--- src/hdl/isp_pkg.sv ---
package isp_pkg;

  // ****************************************
  // register indices
  // ****************************************
  // printed offsets 0x9f, 0xad, 0xaf are not multiples of four: index, byte address = 4 * index
  localparam logic [7:0] ISP_CONTROL_IDX = 8'h9f;
  localparam logic [7:0] ISP_ADDRESS_LOW_IDX = 8'hac;
  localparam logic [7:0] ISP_ADDRESS_HIGH_IDX = 8'had;
  localparam logic [7:0] ISP_DATA_BUFFER_IDX = 8'hae;
  localparam logic [7:0] ISP_OPERATION_MODE_IDX = 8'haf;
  localparam logic [7:0] POWER_CONTROL_IDX = 8'h87;
  localparam logic [7:0] ISP_STATUS_IDX = 8'hb0;
  localparam int ADDR_W = 12;

  // ****************************************
  // field positions
  // ****************************************
  localparam int CTL_SOFT_RESET_BIT = 7;
  localparam int CTL_LOADER_EXEC_BIT = 5;
  localparam int CTL_FETCH_SEL_BIT = 1;
  localparam int CTL_ISP_EN_BIT = 0;
  localparam int OPM_BANK_BIT = 7;
  localparam int OPM_OE_N_BIT = 6;
  localparam int OPM_CE_N_BIT = 5;
  localparam int POWER_CONTROL_REG_IDLE_BIT = 1;
  localparam int STS_BUSY_BIT = 0;
  localparam int STS_IDLE_BIT = 1;

  // ****************************************
  // reset values and codes
  // ****************************************
  localparam logic [7:0] CTL_RESET = 8'h00;
  localparam logic [7:0] OPM_RESET = 8'h00;
  localparam logic [7:0] BYTE_RESET = 8'h00;
  localparam logic [3:0] OP_ERASE = 4'h2;
  localparam logic [3:0] OP_PROGRAM = 4'h1;
  localparam logic [3:0] OP_READ = 4'h0;
  localparam logic [7:0] SOFT_RESET_CODE = 8'h83;
  localparam int LOADER_BYTES = 4096;
  localparam int APP_BYTES = 65536;
  localparam logic [1:0] RESP_OKAY = 2'b00;
  localparam logic [1:0] RESP_SLVERR = 2'b10;

  // ****************************************
  // types
  // ****************************************
  typedef enum logic [3:0] {
    ST_IDLE = 4'b0001,
    ST_ISSUE = 4'b0010,
    ST_WAIT = 4'b0100,
    ST_DONE = 4'b1000
  } seq_state_t;

  typedef struct packed {
    logic bank;      // 1 loader area, 0 application area
    logic [3:0] op;
    logic [15:0] addr;
    logic [7:0] wdata;
  } flash_req_t;

endpackage : isp_pkg

--- src/hdl/isp_flash_program_control.sv ---
// The implementer's own choice: the AXI4-Lite register port.
`timescale 1ns/1ns
module isp_flash_program_control
  import isp_pkg::*;
#(
  parameter int FLASH_ADDR_W = 16 // flash array address width
) (
  input wire logic aclk, // clock
  input wire logic aresetn, // sync reset, active low
  input wire logic hw_reboot_strap, // loader reboot strap, caught after reset
  input wire logic timer_expired, // cpu timer time-out pulse
  input wire logic [ADDR_W-1:0] s_axi_awaddr, // write address
  input wire logic s_axi_awvalid, // write address valid
  output logic s_axi_awready, // write address ready
  input wire logic [31:0] s_axi_wdata, // write data
  input wire logic [3:0] s_axi_wstrb, // write strobes
  input wire logic s_axi_wvalid, // write data valid
  output logic s_axi_wready, // write data ready
  output logic [1:0] s_axi_bresp, // write response
  output logic s_axi_bvalid, // write response valid
  input wire logic s_axi_bready, // write response ready
  input wire logic [ADDR_W-1:0] s_axi_araddr, // read address
  input wire logic s_axi_arvalid, // read address valid
  output logic s_axi_arready, // read address ready
  output logic [31:0] s_axi_rdata, // read data
  output logic [1:0] s_axi_rresp, // read response
  output logic s_axi_rvalid, // read data valid
  input wire logic s_axi_rready, // read data ready
  output logic flash_req_valid, // flash op request
  output flash_req_t flash_req, // flash op payload
  output logic flash_chip_enable_n, // chip enable to array
  output logic flash_output_enable_n, // output enable to array
  input wire logic flash_done, // flash op complete pulse
  input wire logic [7:0] flash_rdata, // read byte, valid with flash_done
  output logic loader_fetch_select, // fetch from loader area
  output logic cpu_idle, // cpu held in genuine idle
  output logic cpu_isp_hold, // cpu held while flash op runs
  output logic device_reset_req // whole-device reset pulse
);

  // ****************************************
  // registers
  // ****************************************
  logic soft_reset_reboot_q;
  logic loader_exec_status_q;
  logic loader_fetch_select_q;
  logic isp_mode_enable_q;
  logic [7:0] addr_low_q;
  logic [7:0] addr_high_q;
  logic [7:0] data_buf_q;
  logic [7:0] opmode_q;
  logic idle_q;
  logic armed_q;
  logic strap_seen_q;
  logic reset_req_q;
  seq_state_t state_q;

  // ****************************************
  // axi write channel
  // ****************************************
  logic aw_held_q;
  logic w_held_q;
  logic [ADDR_W-1:0] aw_addr_q;
  logic [31:0] w_data_q;
  logic [3:0] w_strb_q;
  logic wr_fire;
  logic [7:0] wr_idx;
  logic wr_lane0;
  logic wr_hit;

  assign s_axi_awready = !aw_held_q && !s_axi_bvalid;
  assign s_axi_wready = !w_held_q && !s_axi_bvalid;
  assign wr_fire = aw_held_q && w_held_q && !s_axi_bvalid;
  assign wr_idx = aw_addr_q[9:2];
  assign wr_lane0 = w_strb_q[0];
  assign wr_hit = (wr_idx == ISP_CONTROL_IDX) || (wr_idx == ISP_ADDRESS_LOW_IDX)
               || (wr_idx == ISP_ADDRESS_HIGH_IDX) || (wr_idx == ISP_DATA_BUFFER_IDX)
               || (wr_idx == ISP_OPERATION_MODE_IDX) || (wr_idx == POWER_CONTROL_IDX)
               || (wr_idx == ISP_STATUS_IDX);

  always_ff @(posedge aclk) begin
    if (!aresetn) begin
      aw_held_q <= 1'b0;
      w_held_q <= 1'b0;
      aw_addr_q <= '0;
      w_data_q <= '0;
      w_strb_q <= '0;
      s_axi_bvalid <= 1'b0;
      s_axi_bresp <= RESP_OKAY;
    end else begin
      if (s_axi_awvalid && s_axi_awready) begin
        aw_held_q <= 1'b1;
        aw_addr_q <= s_axi_awaddr;
      end
      if (s_axi_wvalid && s_axi_wready) begin
        w_held_q <= 1'b1;
        w_data_q <= s_axi_wdata;
        w_strb_q <= s_axi_wstrb;
      end
      if (wr_fire) begin
        aw_held_q <= 1'b0;
        w_held_q <= 1'b0;
        s_axi_bvalid <= 1'b1;
        s_axi_bresp <= wr_hit ? RESP_OKAY : RESP_SLVERR;
      end else if (s_axi_bvalid && s_axi_bready) begin
        s_axi_bvalid <= 1'b0;
      end
    end
  end

  logic wr_en;
  logic [7:0] wr_byte;
  assign wr_en = wr_fire && wr_lane0;
  assign wr_byte = w_data_q[7:0];

  // ****************************************
  // control register
  // ****************************************
  // strap caught by a clocked process after release, never at reset itself
  always_ff @(posedge aclk) begin
    if (!aresetn) begin
      strap_seen_q <= 1'b0;
      soft_reset_reboot_q <= 1'b0;
      loader_exec_status_q <= 1'b0;
    end else begin
      if (!strap_seen_q) begin
        strap_seen_q <= 1'b1;
        soft_reset_reboot_q <= hw_reboot_strap;
        loader_exec_status_q <= hw_reboot_strap;
      end else if (reset_req_q) begin
        soft_reset_reboot_q <= 1'b0;
      end else if (wr_en && wr_idx == ISP_CONTROL_IDX && wr_byte[CTL_SOFT_RESET_BIT]) begin
        soft_reset_reboot_q <= 1'b1;
      end
      // executing area follows fetch routing
      if (strap_seen_q) begin
        loader_exec_status_q <= loader_fetch_select_q;
      end
    end
  end

  always_ff @(posedge aclk) begin
    if (!aresetn) begin
      loader_fetch_select_q <= 1'b0;
      isp_mode_enable_q <= 1'b0;
    end else if (wr_en && wr_idx == ISP_CONTROL_IDX) begin
      loader_fetch_select_q <= wr_byte[CTL_FETCH_SEL_BIT];
      isp_mode_enable_q <= wr_byte[CTL_ISP_EN_BIT];
    end
  end

  // software reset arms when the 0x83 pattern is written, then fires on timer time-out in idle or while a flash op runs
  always_ff @(posedge aclk) begin
    if (!aresetn) begin
      armed_q <= 1'b0;
      reset_req_q <= 1'b0;
    end else begin
      reset_req_q <= 1'b0;
      if (wr_en && wr_idx == ISP_CONTROL_IDX) begin
        armed_q <= (wr_byte == SOFT_RESET_CODE);
        // plain write of bit 7 without the pattern resets at once
        if (wr_byte[CTL_SOFT_RESET_BIT] && wr_byte != SOFT_RESET_CODE) begin
          reset_req_q <= 1'b1;
        end
      end else if (armed_q && (idle_q || state_q != ST_IDLE) && timer_expired) begin
        armed_q <= 1'b0;
        reset_req_q <= 1'b1;
      end
    end
  end

  // ****************************************
  // isp address, data, mode
  // ****************************************
  always_ff @(posedge aclk) begin
    if (!aresetn) begin
      addr_low_q <= BYTE_RESET;
      addr_high_q <= BYTE_RESET;
      opmode_q <= OPM_RESET;
      idle_q <= 1'b0;
    end else begin
      if (wr_en && wr_idx == ISP_ADDRESS_LOW_IDX) addr_low_q <= wr_byte;
      if (wr_en && wr_idx == ISP_ADDRESS_HIGH_IDX) addr_high_q <= wr_byte;
      if (wr_en && wr_idx == ISP_OPERATION_MODE_IDX) opmode_q <= wr_byte;
      // idle bit is cleared by hardware when the carried operation ends
      if (state_q == ST_DONE) begin
        idle_q <= 1'b0;
      end else if (wr_en && wr_idx == POWER_CONTROL_IDX) begin
        idle_q <= wr_byte[POWER_CONTROL_REG_IDLE_BIT];
      end
    end
  end

  // flash read result wins over a software write in the same cycle
  always_ff @(posedge aclk) begin
    if (!aresetn) begin
      data_buf_q <= BYTE_RESET;
    end else if (state_q == ST_WAIT && flash_done && flash_req.op == OP_READ) begin
      data_buf_q <= flash_rdata;
    end else if (wr_en && wr_idx == ISP_DATA_BUFFER_IDX) begin
      data_buf_q <= wr_byte;
    end
  end

  // ****************************************
  // flash sequencer
  // ****************************************
  logic [15:0] req_addr;
  always_comb begin
    req_addr = {addr_high_q, addr_low_q};
    if (opmode_q[OPM_BANK_BIT]) begin
      req_addr = {4'h0, req_addr[11:0]}; // loader area is 4 KB
    end
  end

  always_ff @(posedge aclk) begin
    if (!aresetn) begin
      state_q <= ST_IDLE;
      flash_req <= '0;
    end else begin
      case (state_q)
        ST_IDLE: begin
          if (isp_mode_enable_q && idle_q) begin
            flash_req.bank <= opmode_q[OPM_BANK_BIT];
            flash_req.op <= opmode_q[3:0];
            // erase covers the whole bank, address and data unused
            flash_req.addr <= (opmode_q[3:0] == OP_ERASE) ? 16'h0000 : req_addr;
            flash_req.wdata <= (opmode_q[3:0] == OP_PROGRAM) ? data_buf_q : 8'h00;
            state_q <= ST_ISSUE;
          end
        end
        ST_ISSUE: state_q <= ST_WAIT;
        ST_WAIT: if (flash_done) state_q <= ST_DONE;
        ST_DONE: state_q <= ST_IDLE;
        default: state_q <= ST_IDLE;
      endcase
    end
  end

  // unknown op codes are passed on; the array model treats them as a read and still reports done
  assign flash_req_valid = (state_q == ST_ISSUE);
  assign flash_chip_enable_n = opmode_q[OPM_CE_N_BIT];
  assign flash_output_enable_n = opmode_q[OPM_OE_N_BIT];
  assign cpu_isp_hold = (state_q != ST_IDLE) || (isp_mode_enable_q && idle_q);
  assign cpu_idle = idle_q && !isp_mode_enable_q && state_q == ST_IDLE;
  assign loader_fetch_select = loader_fetch_select_q;
  assign device_reset_req = reset_req_q;

  // ****************************************
  // axi read channel
  // ****************************************
  logic [7:0] rd_byte;
  logic rd_hit;
  always_comb begin
    rd_hit = 1'b1;
    rd_byte = 8'h00;
    case (s_axi_araddr[9:2])
      ISP_CONTROL_IDX: rd_byte = {soft_reset_reboot_q, 1'b0, loader_exec_status_q, 3'b000,
                                  loader_fetch_select_q, isp_mode_enable_q};
      ISP_ADDRESS_LOW_IDX: rd_byte = addr_low_q;
      ISP_ADDRESS_HIGH_IDX: rd_byte = addr_high_q;
      ISP_DATA_BUFFER_IDX: rd_byte = data_buf_q;
      ISP_OPERATION_MODE_IDX: rd_byte = opmode_q;
      POWER_CONTROL_IDX: rd_byte = {6'h00, idle_q, 1'b0};
      ISP_STATUS_IDX: rd_byte = {6'h00, cpu_idle, state_q != ST_IDLE};
      default: rd_hit = 1'b0;
    endcase
  end

  assign s_axi_arready = !s_axi_rvalid;

  always_ff @(posedge aclk) begin
    if (!aresetn) begin
      s_axi_rvalid <= 1'b0;
      s_axi_rdata <= '0;
      s_axi_rresp <= RESP_OKAY;
    end else if (s_axi_arvalid && s_axi_arready) begin
      s_axi_rvalid <= 1'b1;
      s_axi_rdata <= {24'h000000, rd_byte};
      s_axi_rresp <= rd_hit ? RESP_OKAY : RESP_SLVERR;
    end else if (s_axi_rvalid && s_axi_rready) begin
      s_axi_rvalid <= 1'b0;
    end
  end

endmodule : isp_flash_program_control

--- config.mk ---
export PLATFORM = sky130hd
export DESIGN_NAME = isp_flash_program_control
export DESIGN_NICKNAME = d
export VERILOG_FILES = /design/src/hdl/isp_pkg.sv /design/src/hdl/isp_flash_program_control.sv
export SDC_FILE = /design/constraint.sdc
export NUM_CORES = 1
export LEC_CHECK = 0
export ABC_AREA = 1
export BUFFER_PORTS_ARGS = -buffer_cell sky130_fd_sc_hd__buf_2
export CAP_MARGIN = 20
export CORE_MARGIN = 5
export CORE_UTILIZATION = 51
export CTS_CLUSTER_DIAMETER = 60
export CTS_CLUSTER_SIZE = 12
export DETAILED_ROUTE_END_ITERATION = 12
export HOLD_SLACK_MARGIN = 0.02
export PLACE_DENSITY_LB_ADDON = 0.15
export SYNTH_ARGS = -nofsm -noshare
export SYNTH_HDL_FRONTEND = slang
export SYNTH_SLANG_ARGS = --single-unit
--- constraint.sdc ---
create_clock -name aclk -period 1.53 [get_ports aclk]
set_input_delay 0.2295 -clock aclk [delete_from_list [all_inputs] [get_ports aclk]]
set_output_delay 0.2295 -clock aclk [all_outputs]
set_load 0.02 [all_outputs]
# Word level (Yosys, flattened, before mapping)
# Index checks and enable logic that the tools add are counted.
[word_totals]
regBits = 108
latch_bits = 0
mem_bits_rw = 0
mem_bits_ro = 0
out_inout_bits = 77
mem_count = 0
[op_classes]
n_addsub = 0
n_mul = 0
n_div = 0
magnitude_cmp = 0
n_eq_ne = 26
shift = 0
muxes = 26
bitwise = 1
reduce_logical = 48
[ops]
columns = ["op", "n"]
rows = [
  ["8-bit == test, second input constant", 15],
  ["8-bit one-hot mux with 7 select lines", 1],
  ["16-bit two-way mux", 2],
  ["1-bit logical AND", 25],
  ["8-bit two-way mux", 3],
  ["1-bit two-way mux", 15],
  ["4-bit one-hot mux with 3 select lines", 1],
  ["4-bit by 1-bit == test with 1-bit output, second input constant", 2],
  ["4-bit by 2-bit == test with 1-bit output, second input constant", 2],
  ["1-bit logical OR", 8],
  ["4-bit two-way mux", 2],
  ["8-bit != test, second input constant", 1],
  ["2-bit nonzero test", 4],
  ["7-bit OR reduction", 1],
  ["1-bit logical NOT", 5],
  ["4-bit by 3-bit == test with 1-bit output, second input constant", 1],
  ["4-bit == test, second input constant", 1],
  ["4-bit logical NOT", 1],
  ["2-bit two-way mux", 2],
  ["2-bit != test, second input constant", 2],
  ["4-bit by 1-bit != test with 1-bit output, second input constant", 1],
  ["2-bit AND reduction", 2],
  ["2-bit OR reduction", 2],
  ["3-bit by 1-bit != test with 1-bit output, second input constant", 1],
  ["1-bit inverter", 1],
]

# Depth between registers and ports, before layout
# Gate-level depths: netlist of run 1.
[logic_depth]
word_depth = 8
depth_mapped = 10
ltp_nobuf = 10

# Worst setup path before layout of run 1
# Ideal clock, no wire load.
[synth_timing]
kind = "flip-flop to flip-flop"
start = "register s_axi_bvalid"
end = "register w_strb_q[0]"
arrival_ps = 1395
path_slack_ps = 19
path_stages_with_launch = 6
synth_period_minus_slack_ps = 1511
path_cell_list = "dfxtp_1 nor2_1 nand2_1 buf_2 o21ai_0 nor2_1"
[synth_between]
elab_chain_cells = 3
[synth_lines]
columns = ["element", "line_no", "rtl"]
rows = [
  ["start, declared", "isp_flash_program_control.sv:20", "output logic s_axi_bvalid,"],
  ["start signal, assigned", "isp_flash_program_control.sv:88", "s_axi_bvalid <= 1'b0;"],
  ["start signal, assigned", "isp_flash_program_control.sv:103", "s_axi_bvalid <= 1'b1;"],
  ["start signal, assigned", "isp_flash_program_control.sv:106", "s_axi_bvalid <= 1'b0;"],
  ["1-bit logical NOT", "isp_flash_program_control.sv:72", "assign s_axi_wready = !w_held_q && !s_axi_bvalid;"],
  ["1-bit logical AND", "isp_flash_program_control.sv:72", ""],
  ["named net s_axi_wready", "isp_flash_program_control.sv:18", "output logic s_axi_wready,"],
  ["1-bit logical AND", "isp_flash_program_control.sv:95", "if (s_axi_wvalid && s_axi_wready) begin"],
  ["end signal, assigned", "isp_flash_program_control.sv:98", "w_strb_q <= s_axi_wstrb;"],
  ["end, declared", "isp_flash_program_control.sv:65", "logic [3:0] w_strb_q;"],
]
# The timed path passes the listed nets, and every way through them passes these cells.
# A chain may end at the register's enable or synchronous reset.

# Worst setup path in the final report of run 1
[layout_timing]
start = "register state_q[0]"
end = "output cpu_isp_hold"
[layout_between]
elab_chain_cells = 2
[layout_lines]
columns = ["element", "line_no", "rtl"]
rows = [
  ["start, declared", "isp_flash_program_control.sv:56", "seq_state_t state_q;"],
  ["start signal, assigned", "isp_flash_program_control.sv:218", "state_q <= ST_IDLE;"],
  ["start signal, assigned", "isp_flash_program_control.sv:229", "state_q <= ST_ISSUE;"],
  ["start signal, assigned", "isp_flash_program_control.sv:232", "ST_ISSUE: state_q <= ST_WAIT;"],
  ["4-bit by 1-bit != test with 1-bit output", "isp_flash_program_control.sv:244", "assign cpu_isp_hold = (state_q != ST_IDLE) || (isp_mode_enable_q && idle_q);"],
  ["1-bit logical OR", "isp_flash_program_control.sv:244", ""],
  ["end, declared", "isp_flash_program_control.sv:37", "output logic cpu_isp_hold,"],
]
# No other way between the ends.

==> results.cfg, run 1 <==
[run_status]
run_status = complete, no violations

[synth]
synth.yosys.seq_area_share = 0.4406
yosys_warnings = 0
synth-main-ff-cell = sky130_fd_sc_hd__dfxtp_1
async_flop_share = 0
cells_after_synthesis = 637
synth.lib_cells_used.distinct = 33
synth-edff-count = 0
yosys_register_bits = 104
post_synth.cell_area_avg_um2 = 7.419
mappedNetlistArea_mm2 = 0.004726

[floorplanning]
die_width_um = 106.3
pin_count = 155
row_count = 35
die_area_mm2 = 0.01129
die_h_um = 106.3
start_util = 0.5163
design.core.area_mm2 = 0.009153

[setup_path]
timing.critical_path.to_type = output pin
worstPathArrival_ns = 1.27
cp_class = flip-flop to output pin
crit_path_max_incr_delay_ns = 0.38
path_max_fanout = 4
endpoint = cpu_isp_hold
worstReg2RegEnd = flash_req[23]
worstSetupStartpointType = flip-flop
worstPathCellList = inv_2 -> nor2_2 -> nand2_4 -> inv_4 -> nand2_2 -> buf_6
ff2ff_path_depth = 9
worst-r2r-setup-slack_ns = 0.09
crit_path_top_delay_cell = sky130_fd_sc_hd__dfxtp_2
worstReg2RegStart = state_q[0]
required_time_of_the_critical_path_ns = 1.30
critical_path_start = state_q[0]

[cells_and_area]
nets = 813
post_route_cells_drive_above_1_share = 0.2419
filler_cell_count = 878
finish.utilization = 0.6089
instances_no_fill = 851
insertedDiodeCount = 0
area.growth.synth_to_final_pct = 17.92
finish.instance_area_mm2 = 0.005573

[place]
port_buffers = 93
dp_cells = 834
routabilityCongestion = 0.9285
area_post_placement_mm2 = 0.005309
dpl.hpwl_mm = 9.406

[route]
drc = 0
drt_pass1_iterations = 5
drt-wirelength-per-cell_um = 14.45
viasPerCell = 5.216
first_iter_violations = 362
routed_wl_mm = 12.29
vias = 4439
antenna_violation_net_count_after_detailed_routing = 0

[global_route]
grt_max_degree = 48
grt.met1_usage = 0.3064
grt_first_pass_wirelength_mm = 19.62
global_route.overflow_total = 0
gr-usage-met2 = 0.3362
track_usage = 0.2167
grt_antenna_before_repair = 0
grt_util_met3 = 0.04007
first_global_vias = 3994
grt.busiest_layer = met2

[timing]
fmax_ghz = 0.6690
setup_viol_count_final = 0
report.final.slew_viol_count = 0
final_hold_viol_count = 0
skew_ns = 0.01373
period_share = 0.9769
final_period_demand_of_the_worst_path_ns = 1.495
unrepaired_setup_endpoints_after_global_routing = true
fin_tns_setup_ns = 0
hold-worst-slack_ns = 0.1015

[cts]
clock_sink_count = 104
ctsLongestPathBuffers = 2
cts-root-buf = sky130_fd_sc_hd__clkbuf_8
cts_max_level = 3
clock_insertion_delay_worst_skew_ns = 0.38
clock_pin_slew_on_the_worst_setup_and_hold_paths_ns = 0.11
cts-hold-fix-buffers = 0
tritoncts = done
numCtsBuffers = 9

[power]
p_int_uw = 3537
netSwitchingFraction = 0.2880
pwr_density_cell_mw_per_mm2 = 891.5
power.switching_uw = 1431
power.ir.vdd_worst_mv = 0.5317
p_leak_uw = 0.002423
clock_power_share = 0.334
power.share.sequential = 0.567
comb_power_share = 0.099

[min_path]
worstHoldPathType = input pin to flip-flop

[run]
drv.max_cap_violation_count = 0
power groups by stage:
stage | sequential [uW] | combinational, uW | clock (uW)
2_1_floorplan | 2870 | 363 | 0
3_3_place_gp | 2880 | 477 | 0
3_5_place_dp | 2880 | 486 | 0
4_1_cts | 2820 | 487 | 1680
5_1_grt | 2830 | 548 | 1800
6_report | 2820 | 493 | 1660
area by class of cell:
cell class	count	area (um2)	share of cell area
clock buffer	9	123.9	0.02223
clock inverter	7	61.31	0.01100
inverter	49	186.4	0.03345
multi-input combinational	457	2276	0.4084
sequential	104	2086	0.3743
tap	111	138.9	0.02492
timing repair buffer	114	700.7	0.1257
registers in the layout (all words and copies together), names as in the netlist, 4 cells and up:
| signal | cells |
|---|---|
| flash_req | 29 |
| addr_high_q | 8 |
| addr_low_q | 8 |
| aw_addr_q | 8 |
| data_buf_q | 8 |
| opmode_q | 8 |
| s_axi_rdata | 8 |
| w_data_q | 8 |
| state_q | 4 |
kinds of logic (layout without fill, tap and decap cells):
logic type	after synthesis	count (layout)	synth area share
AO/OA/AOI/OAI	141	141	0.1668
AND/OR/NAND/NOR	290	290	0.2836
other	1	26	0.0007935
buffers and inverters	101	179	0.1083
flip-flops	104	104	0.4406
repair_timing:
item                       CTS  global route
gates resized for setup     11            16
pin swaps                    1             0
setup buffers                0             2
setup endpoints to repair    3            31
synth_stat cells (all sizes together) (2+ instances only):
cell type,count,share of area
a21oi,73,0.077
nand4,10,0.013
nand3b,2,0.0032
a211oi,17,0.031
o21a,2,0.0032
clkbuf,14,0.011
nand3,47,0.056
dfxtp,104,0.44
o21ai,45,0.048
inv,49,0.039
buf,38,0.058
nor2,80,0.071
nor3,17,0.030
nand2,133,0.11
worst max-delay path, delay by kind of cell, from the launching register on:
| family | cells | cell delay, ns |
|---|---|---|
| buffers and inverters | 3 | 0.24 |
| DFF | 1 | 0.38 |
| and+or+nand+nor | 3 | 0.26 |
how the worst min path moves through the flow:
stage | cells past startpoint | to | slack [ns] | startpoint
floorplan | 0 | strap_seen_q | 0.26 | aresetn
global placement | 2 | s_axi_rdata[4] | 0.45 | s_axi_rdata[4]
detailed placement | 2 | loader_exec_status_q | 0.45 | strap_seen_q
CTS | 4 | s_axi_bvalid | 0.10 | s_axi_bready
global route | 3 | aw_addr_q[9] | 0.11 | s_axi_awaddr[9]
finish | 4 | s_axi_bvalid | 0.10 | s_axi_bready
cell usage in the layout, fill, tap and decap left out, types with 4 or more instances in the layout:
master                     Yosys  routed
sky130_fd_sc_hd__nor2_2        8       9
sky130_fd_sc_hd__inv_1        44      42
sky130_fd_sc_hd__nor3_2        5       6
sky130_fd_sc_hd__buf_12        0       5
sky130_fd_sc_hd__nand3_2       3       4
sky130_fd_sc_hd__nor2_1       70      66
sky130_fd_sc_hd__inv_2         5       6
sky130_fd_sc_hd__clkbuf_8      0       9
sky130_fd_sc_hd__nor2_4        2       5
sky130_fd_sc_hd__nand2_1     130     128
sky130_fd_sc_hd__o21ai_0      45      42
sky130_fd_sc_hd__conb_1        1      26
sky130_fd_sc_hd__buf_2         4      90
sky130_fd_sc_hd__dfxtp_1     104     101
sky130_fd_sc_hd__nand4_1      10      10
sky130_fd_sc_hd__buf_4        28      17
sky130_fd_sc_hd__nand3_1      43      42
sky130_fd_sc_hd__nor3_1        9       8
sky130_fd_sc_hd__a211oi_1     13      13
sky130_fd_sc_hd__a211oi_2      4       4
sky130_fd_sc_hd__a21oi_1      73      73
routing by layer:
metal  vias up  routed length, um
li1       2265                  -
met1      1993               5713
met2       165               5480
met3        16                878
met4         0                221
met5         -                  0
through the flow:
stage               total power [uW]  worst slack [ns]
floorplan                       3238           0.01882
global placement                3353           0.09520
detailed placement              3363           0.05974
CTS                             4985           0.01846
global route                    5170          -0.03695
finish                          4968           0.03534
Note: power is estimated with default switching activity, not from simulation.
==> run 2: changes to the inputs <==
CORE_UTILIZATION = 39   (was 51)
==> run 2 against run 1 <==
Net effect:
- maximum frequency up 0.78%
- highest routed layer unchanged
- register-to-register slack lost 0.04 ns
- core utilization is 12 points lower
- clock skew is 0.0080 ns lower
- critical endpoint is now cpu_idle
==> results.cfg, run 2 (synthesized netlist as in run 1, its figures left out) <==
[run_status]
run_status = complete, no violations

[cts]
clock_sink_count = 104
clock_insertion_delay_worst_skew_ns = 0.35
numCtsBuffers = 9
tritoncts = done
cts-root-buf = sky130_fd_sc_hd__clkbuf_16
cts-hold-fix-buffers = 0
clock_pin_slew_on_the_worst_setup_and_hold_paths_ns = 0.07
ctsLongestPathBuffers = 2
cts_max_level = 3

[timing]
fmax_ghz = 0.6743
report.final.slew_viol_count = 0
final_hold_viol_count = 0
skew_ns = 0.005762
period_share = 0.9694
layout_setup_ws_ns = 0.04688
unrepaired_setup_endpoints_after_global_routing = true
setup_viol_count_final = 0
hold-worst-slack_ns = 0.1214
final_period_demand_of_the_worst_path_ns = 1.483

[setup_path]
path_max_fanout = 3
ff2ff_path_depth = 9
required_time_of_the_critical_path_ns = 1.30
worstPathArrival_ns = 1.25
worstSetupStartpointType = flip-flop
timing.critical_path.to_type = output pin
cp_class = flip-flop to output pin

[cells_and_area]
number_of_flip_flops_in_the_largest_register = 29
filler_cell_count = 1171
finish.utilization = 0.4903
area_of_the_multi_input_gates_mm2 = 0.002310
ff_latch_area_mm2 = 0.002090
top_register = flash_req
area.growth.synth_to_final_pct = 24.09
most_frequent_cells_in_the_layout = 128 x sky130_fd_sc_hd__nand2_1, 98 x sky130_fd_sc_hd__dfxtp_1, 90 x sky130_fd_sc_hd__buf_2
insertedDiodeCount = 0
mostFrequentLayoutCell = sky130_fd_sc_hd__nand2_1
nets = 825
post_route_cells_drive_above_1_share = 0.2650

[power]
p_leak_uw = 0.002545
pwr_density_cell_mw_per_mm2 = 925.1
power.ir.vdd_worst_mv = 0.4753

[run]
drv.max_cap_violation_count = 0

[min_path]
number_of_instances_on_the_worst_hold_path = 4
worstHoldPathType = input pin to flip-flop

[route]
antenna_violation_net_count_after_detailed_routing = 0
routed_wl_mm = 13.04
drt_pass1_iterations = 4
drt-wirelength-per-cell_um = 14.52
drc = 0
first_iter_violations = 213
vias = 4375
viasPerCell = 4.872

[floorplanning]
design.core.area_mm2 = 0.01196
pin_count = 155
die_width_um = 120.1
die_h_um = 120.1
row_count = 40
die_area_mm2 = 0.01442
start_util = 0.3951

[global_route]
first_global_vias = 4183
global_route.overflow_total = 0
grt_antenna_before_repair = 0
track_usage = 0.1836
grt_max_degree = 56
grt_first_pass_wirelength_mm = 21.13

[place]
dpl_worst_slack_ns = 0.04442
routabilityCongestion = 0.8299
port_buffers = 93
dpl.hpwl_mm = 9.967
run 2: cell types whose count changed in the layout (fill, tap and decap cells not counted), moves of 3 or more:
cell | before | now
sky130_fd_sc_hd__clkbuf_16 | 0 | 10
sky130_fd_sc_hd__inv_1 | 42 | 39
sky130_fd_sc_hd__a211oi_1 | 13 | 10
sky130_fd_sc_hd__clkbuf_8 | 9 | 0
sky130_fd_sc_hd__buf_4 | 17 | 24
sky130_fd_sc_hd__buf_6 | 2 | 5
sky130_fd_sc_hd__dfxtp_1 | 101 | 98
sky130_fd_sc_hd__a211oi_2 | 4 | 7
sky130_fd_sc_hd__dfxtp_2 | 3 | 6
sky130_fd_sc_hd__inv_2 | 6 | 9
run 2: per-layer routing:
metal | global-route usage | wire (um) | up-vias
met5 | 0 | 0 | -
met4 | 0.05082 | 172 | 0
met3 | 0.04006 | 715 | 13
met2 | 0.2901 | 5804 | 112
met1 | 0.2528 | 6344 | 1967
li1 | - | - | 2283
run 2: final cells by class:
type | count | area share
Multi-Input combinational cell | 457 | 0.3939
Sequential cell | 104 | 0.3563
Timing Repair Buffer | 126 | 0.1419
Clock buffer | 10 | 0.03904
Inverter | 49 | 0.03179
Tap cell | 147 | 0.03136
Clock inverter | 5 | 0.005761
run 2: worst max-delay path: stages, from the launching register on:
cell                      delay (ns)
sky130_fd_sc_hd__dfxtp_2        0.35
sky130_fd_sc_hd__inv_2          0.04
sky130_fd_sc_hd__nor2_2         0.10
sky130_fd_sc_hd__nand2_2        0.07
sky130_fd_sc_hd__buf_6          0.13
sky130_fd_sc_hd__nor2_4         0.09
sky130_fd_sc_hd__buf_6          0.13
run 2: stage by stage:
step | area, um2 | setup TNS, ns | instances | total power (uW)
floorplan | 4820 | 0 | 662 | 3238
global placement | 5381 | 0 | 872 | 3366
global route | 5864 | -0.3016 | 898 | 5646
detailed placement | 5381 | 0 | 872 | 3375
CTS | 5673 | -0.005556 | 887 | 5462
finish | 5864 | 0 | 898 | 5425
run 2: final timing paths:
path	slack [ns]	end	start
setup / recovery	0.05	cpu_idle	state_q[0]
hold / removal	0.12	s_axi_bvalid	s_axi_bready
setup reg to reg	0.05	opmode_q[5]	aw_addr_q[8]
hold reg to reg	0.46	flash_req[12]	flash_req[12]
run 2: what timing repair did:
item | 4_1_cts | 5_1_grt
setup endpoints to repair | 3 | 24
pin swaps | 1 | 4
resized for setup | 10 | 32
gates cloned | 0 | 1
buffers inserted | 0 | 10
run 2: power breakdown:
group / leakage (uW) / switching [uW] / internal (uW) / total, uW
Clock: 0.000125 / 999 / 1090 / 2090
Combinational: 0.00158 / 359 / 154 / 513
Sequential: 0.000845 / 48.7 / 2770 / 2820
==> run 3: changes to the inputs <==
CORE_ASPECT_RATIO = 0.7   (was not set)
==> run 3 against run 2 <==
Net effect:
- worst setup slack got worse by 0.041 ns
- flip-flop and latch count unchanged
- global-route usage increased by 0.76 points
- routed wire length increased by 4.8%
- power about the same
- first-iteration DRC count increased by 8.0%
- sequential power about the same
- worst hold slack improved by 0.010 ns
- cell count increased by 1.1%
- critical path type unchanged
- largest power group unchanged
- highest routed layer unchanged
==> results.cfg, run 3 (synthesized netlist as in run 1, its figures left out) <==
[setup_path]
path_max_fanout = 3
worstPathCellList = inv_2 -> nor2_2 -> nand2_2 -> buf_6 -> inv_4 -> nand2_4 -> buf_6
worst-r2r-setup-slack_ns = 0.07
worstSetupStartpointType = flip-flop
critical-path-top-delay-family = buffers and inverters
crit_path_max_incr_delay_ns = 0.36
crit_top_cell = sky130_fd_sc_hd__buf_6
crit_path_top_delay_cell = sky130_fd_sc_hd__dfxtp_2
critical_path.n_buffers_inverters = 4
timing.critical_path.to_type = output pin
cp_class = flip-flop to output pin
worstPathArrival_ns = 1.29
required_time_of_the_critical_path_ns = 1.30

[timing]
final_hold_viol_count = 0
hold-worst-slack_ns = 0.1314
report.final.slew_viol_count = 0
final_period_demand_of_the_worst_path_ns = 1.524
period_share = 0.9961
skew_ns = 0.008313
unrepaired_setup_endpoints_after_global_routing = true
setup_viol_count_final = 0
fin_tns_setup_ns = 0
fmax_ghz = 0.6561

[power]
pwr_density_cell_mw_per_mm2 = 933.2
p_leak_uw = 0.002519
total_power_uw = 5425
power.ir.vdd_worst_mv = 0.5604

[floorplanning]
die_area_mm2 = 0.01445
start_util = 0.4016
pin_count = 155
design.core.area_mm2 = 0.01177
die_h_um = 102.1
die_width_um = 141.6
row_count = 33

[cells_and_area]
number_of_flip_flops_in_the_largest_register = 29
most_frequent_cells_in_the_layout = 126 x sky130_fd_sc_hd__nand2_1, 103 x sky130_fd_sc_hd__dfxtp_1, 91 x sky130_fd_sc_hd__buf_2
area.growth.synth_to_final_pct = 23.01
area_of_the_multi_input_gates_mm2 = 0.002286
finish.utilization = 0.4940
filler_cell_count = 1209
top_register = flash_req
instances_no_fill = 908
nets = 825
ff_latch_area_mm2 = 0.002083
insertedDiodeCount = 0
mostFrequentLayoutCell = sky130_fd_sc_hd__nand2_1
post_route_cells_drive_above_1_share = 0.2557

[route]
drt_pass1_iterations = 4
drc = 0
routed_wl_mm = 13.66
antenna_violation_net_count_after_detailed_routing = 0
vias = 4541
drt-wirelength-per-cell_um = 15.05
first_iter_violations = 230
viasPerCell = 5.001

[place]
dpl.hpwl_mm = 10.50
dp_cells = 888
port_buffers = 93
routabilityCongestion = 0.8407

[cts]
ctsLongestPathBuffers = 2
clock_pin_slew_on_the_worst_setup_and_hold_paths_ns = 0.07
cts-hold-fix-buffers = 0
cts_max_level = 3
tritoncts = done
clock_sink_count = 104
cts-root-buf = sky130_fd_sc_hd__clkbuf_16
numCtsBuffers = 9
clock_insertion_delay_worst_skew_ns = 0.35

[global_route]
grt_first_pass_wirelength_mm = 21.89
track_usage = 0.1912
first_global_vias = 4254
global_route.overflow_total = 0
grt_max_degree = 40
grt_antenna_before_repair = 0

[min_path]
worstHoldPathType = input pin to flip-flop

[run]
drv.max_cap_violation_count = 0

[run_status]
run_status = complete, no violations
run 3: changes by cell type in the layout (fill, tap and decap cells not counted), sizes merged:
cell and delta:
buf +1, clkbuf -2, clkinv +2, clkinvlp -1
run 3: timing repair:
action                                  CTS  global route
endpoints found under the setup margin    2            29
resized for setup                        12            17
pin swaps                                 1             3
setup buffers                             1             4
run 3: cell type report:
| class | count | share of cell area |
|---|---|---|
| Inverter | 49 | 0.03207 |
| Tap cell | 157 | 0.03379 |
| Sequential cell | 104 | 0.3584 |
| Clock buffer | 9 | 0.03874 |
| Multi-Input combinational cell | 457 | 0.3932 |
| Timing Repair Buffer | 126 | 0.1375 |
| Clock inverter | 6 | 0.006242 |
run 3: layer usage:
layer | track usage | part of all wire
met5 | 0 | 0
met4 | 0.04499 | 0.011
met3 | 0.04256 | 0.072
met2 | 0.2968 | 0.44
met1 | 0.2729 | 0.48
run 3: worst register-to-register path, stage by stage (launching register included):
cell,delay [ns]
sky130_fd_sc_hd__dfxtp_2,0.36
sky130_fd_sc_hd__inv_2,0.04
sky130_fd_sc_hd__nor2_2,0.09
sky130_fd_sc_hd__nand2_2,0.08
sky130_fd_sc_hd__nor2_2,0.16
sky130_fd_sc_hd__inv_2,0.10
sky130_fd_sc_hd__or2_4,0.25
sky130_fd_sc_hd__nor2_4,0.11
sky130_fd_sc_hd__nand2_1,0.09
sky130_fd_sc_hd__a21oi_1,0.12
run 3: stage by stage:
stage	instance area [um2]	worst slack (ns)
after global routing	5813	-0.03986
after CTS	5725	0.005424
after floorplan	4820	0.01882
final	5813	0.005909
after global placement	5426	0.08699
after detailed placement	5426	0.06097
run 3: where the power goes:
| part | internal (uW) | switching [uW] | leakage [uW] | total [uW] |
|---|---|---|---|---|
| Sequential | 2770 | 48.5 | 0.000843 | 2820 |
| Clock | 1090 | 999 | 0.000131 | 2090 |
| Combinational | 155 | 366 | 0.00154 | 522 |
run 3: path summary, 6_finish.rpt:
path | startpoint | to | depth (start not counted)
hold / removal | s_axi_awaddr[9] | aw_addr_q[9] | 3
setup reg to reg | state_q[0] | flash_req[23] | 9
hold reg to reg | flash_req[13] | flash_req[13] | 2
setup / recovery | state_q[0] | cpu_isp_hold | 7
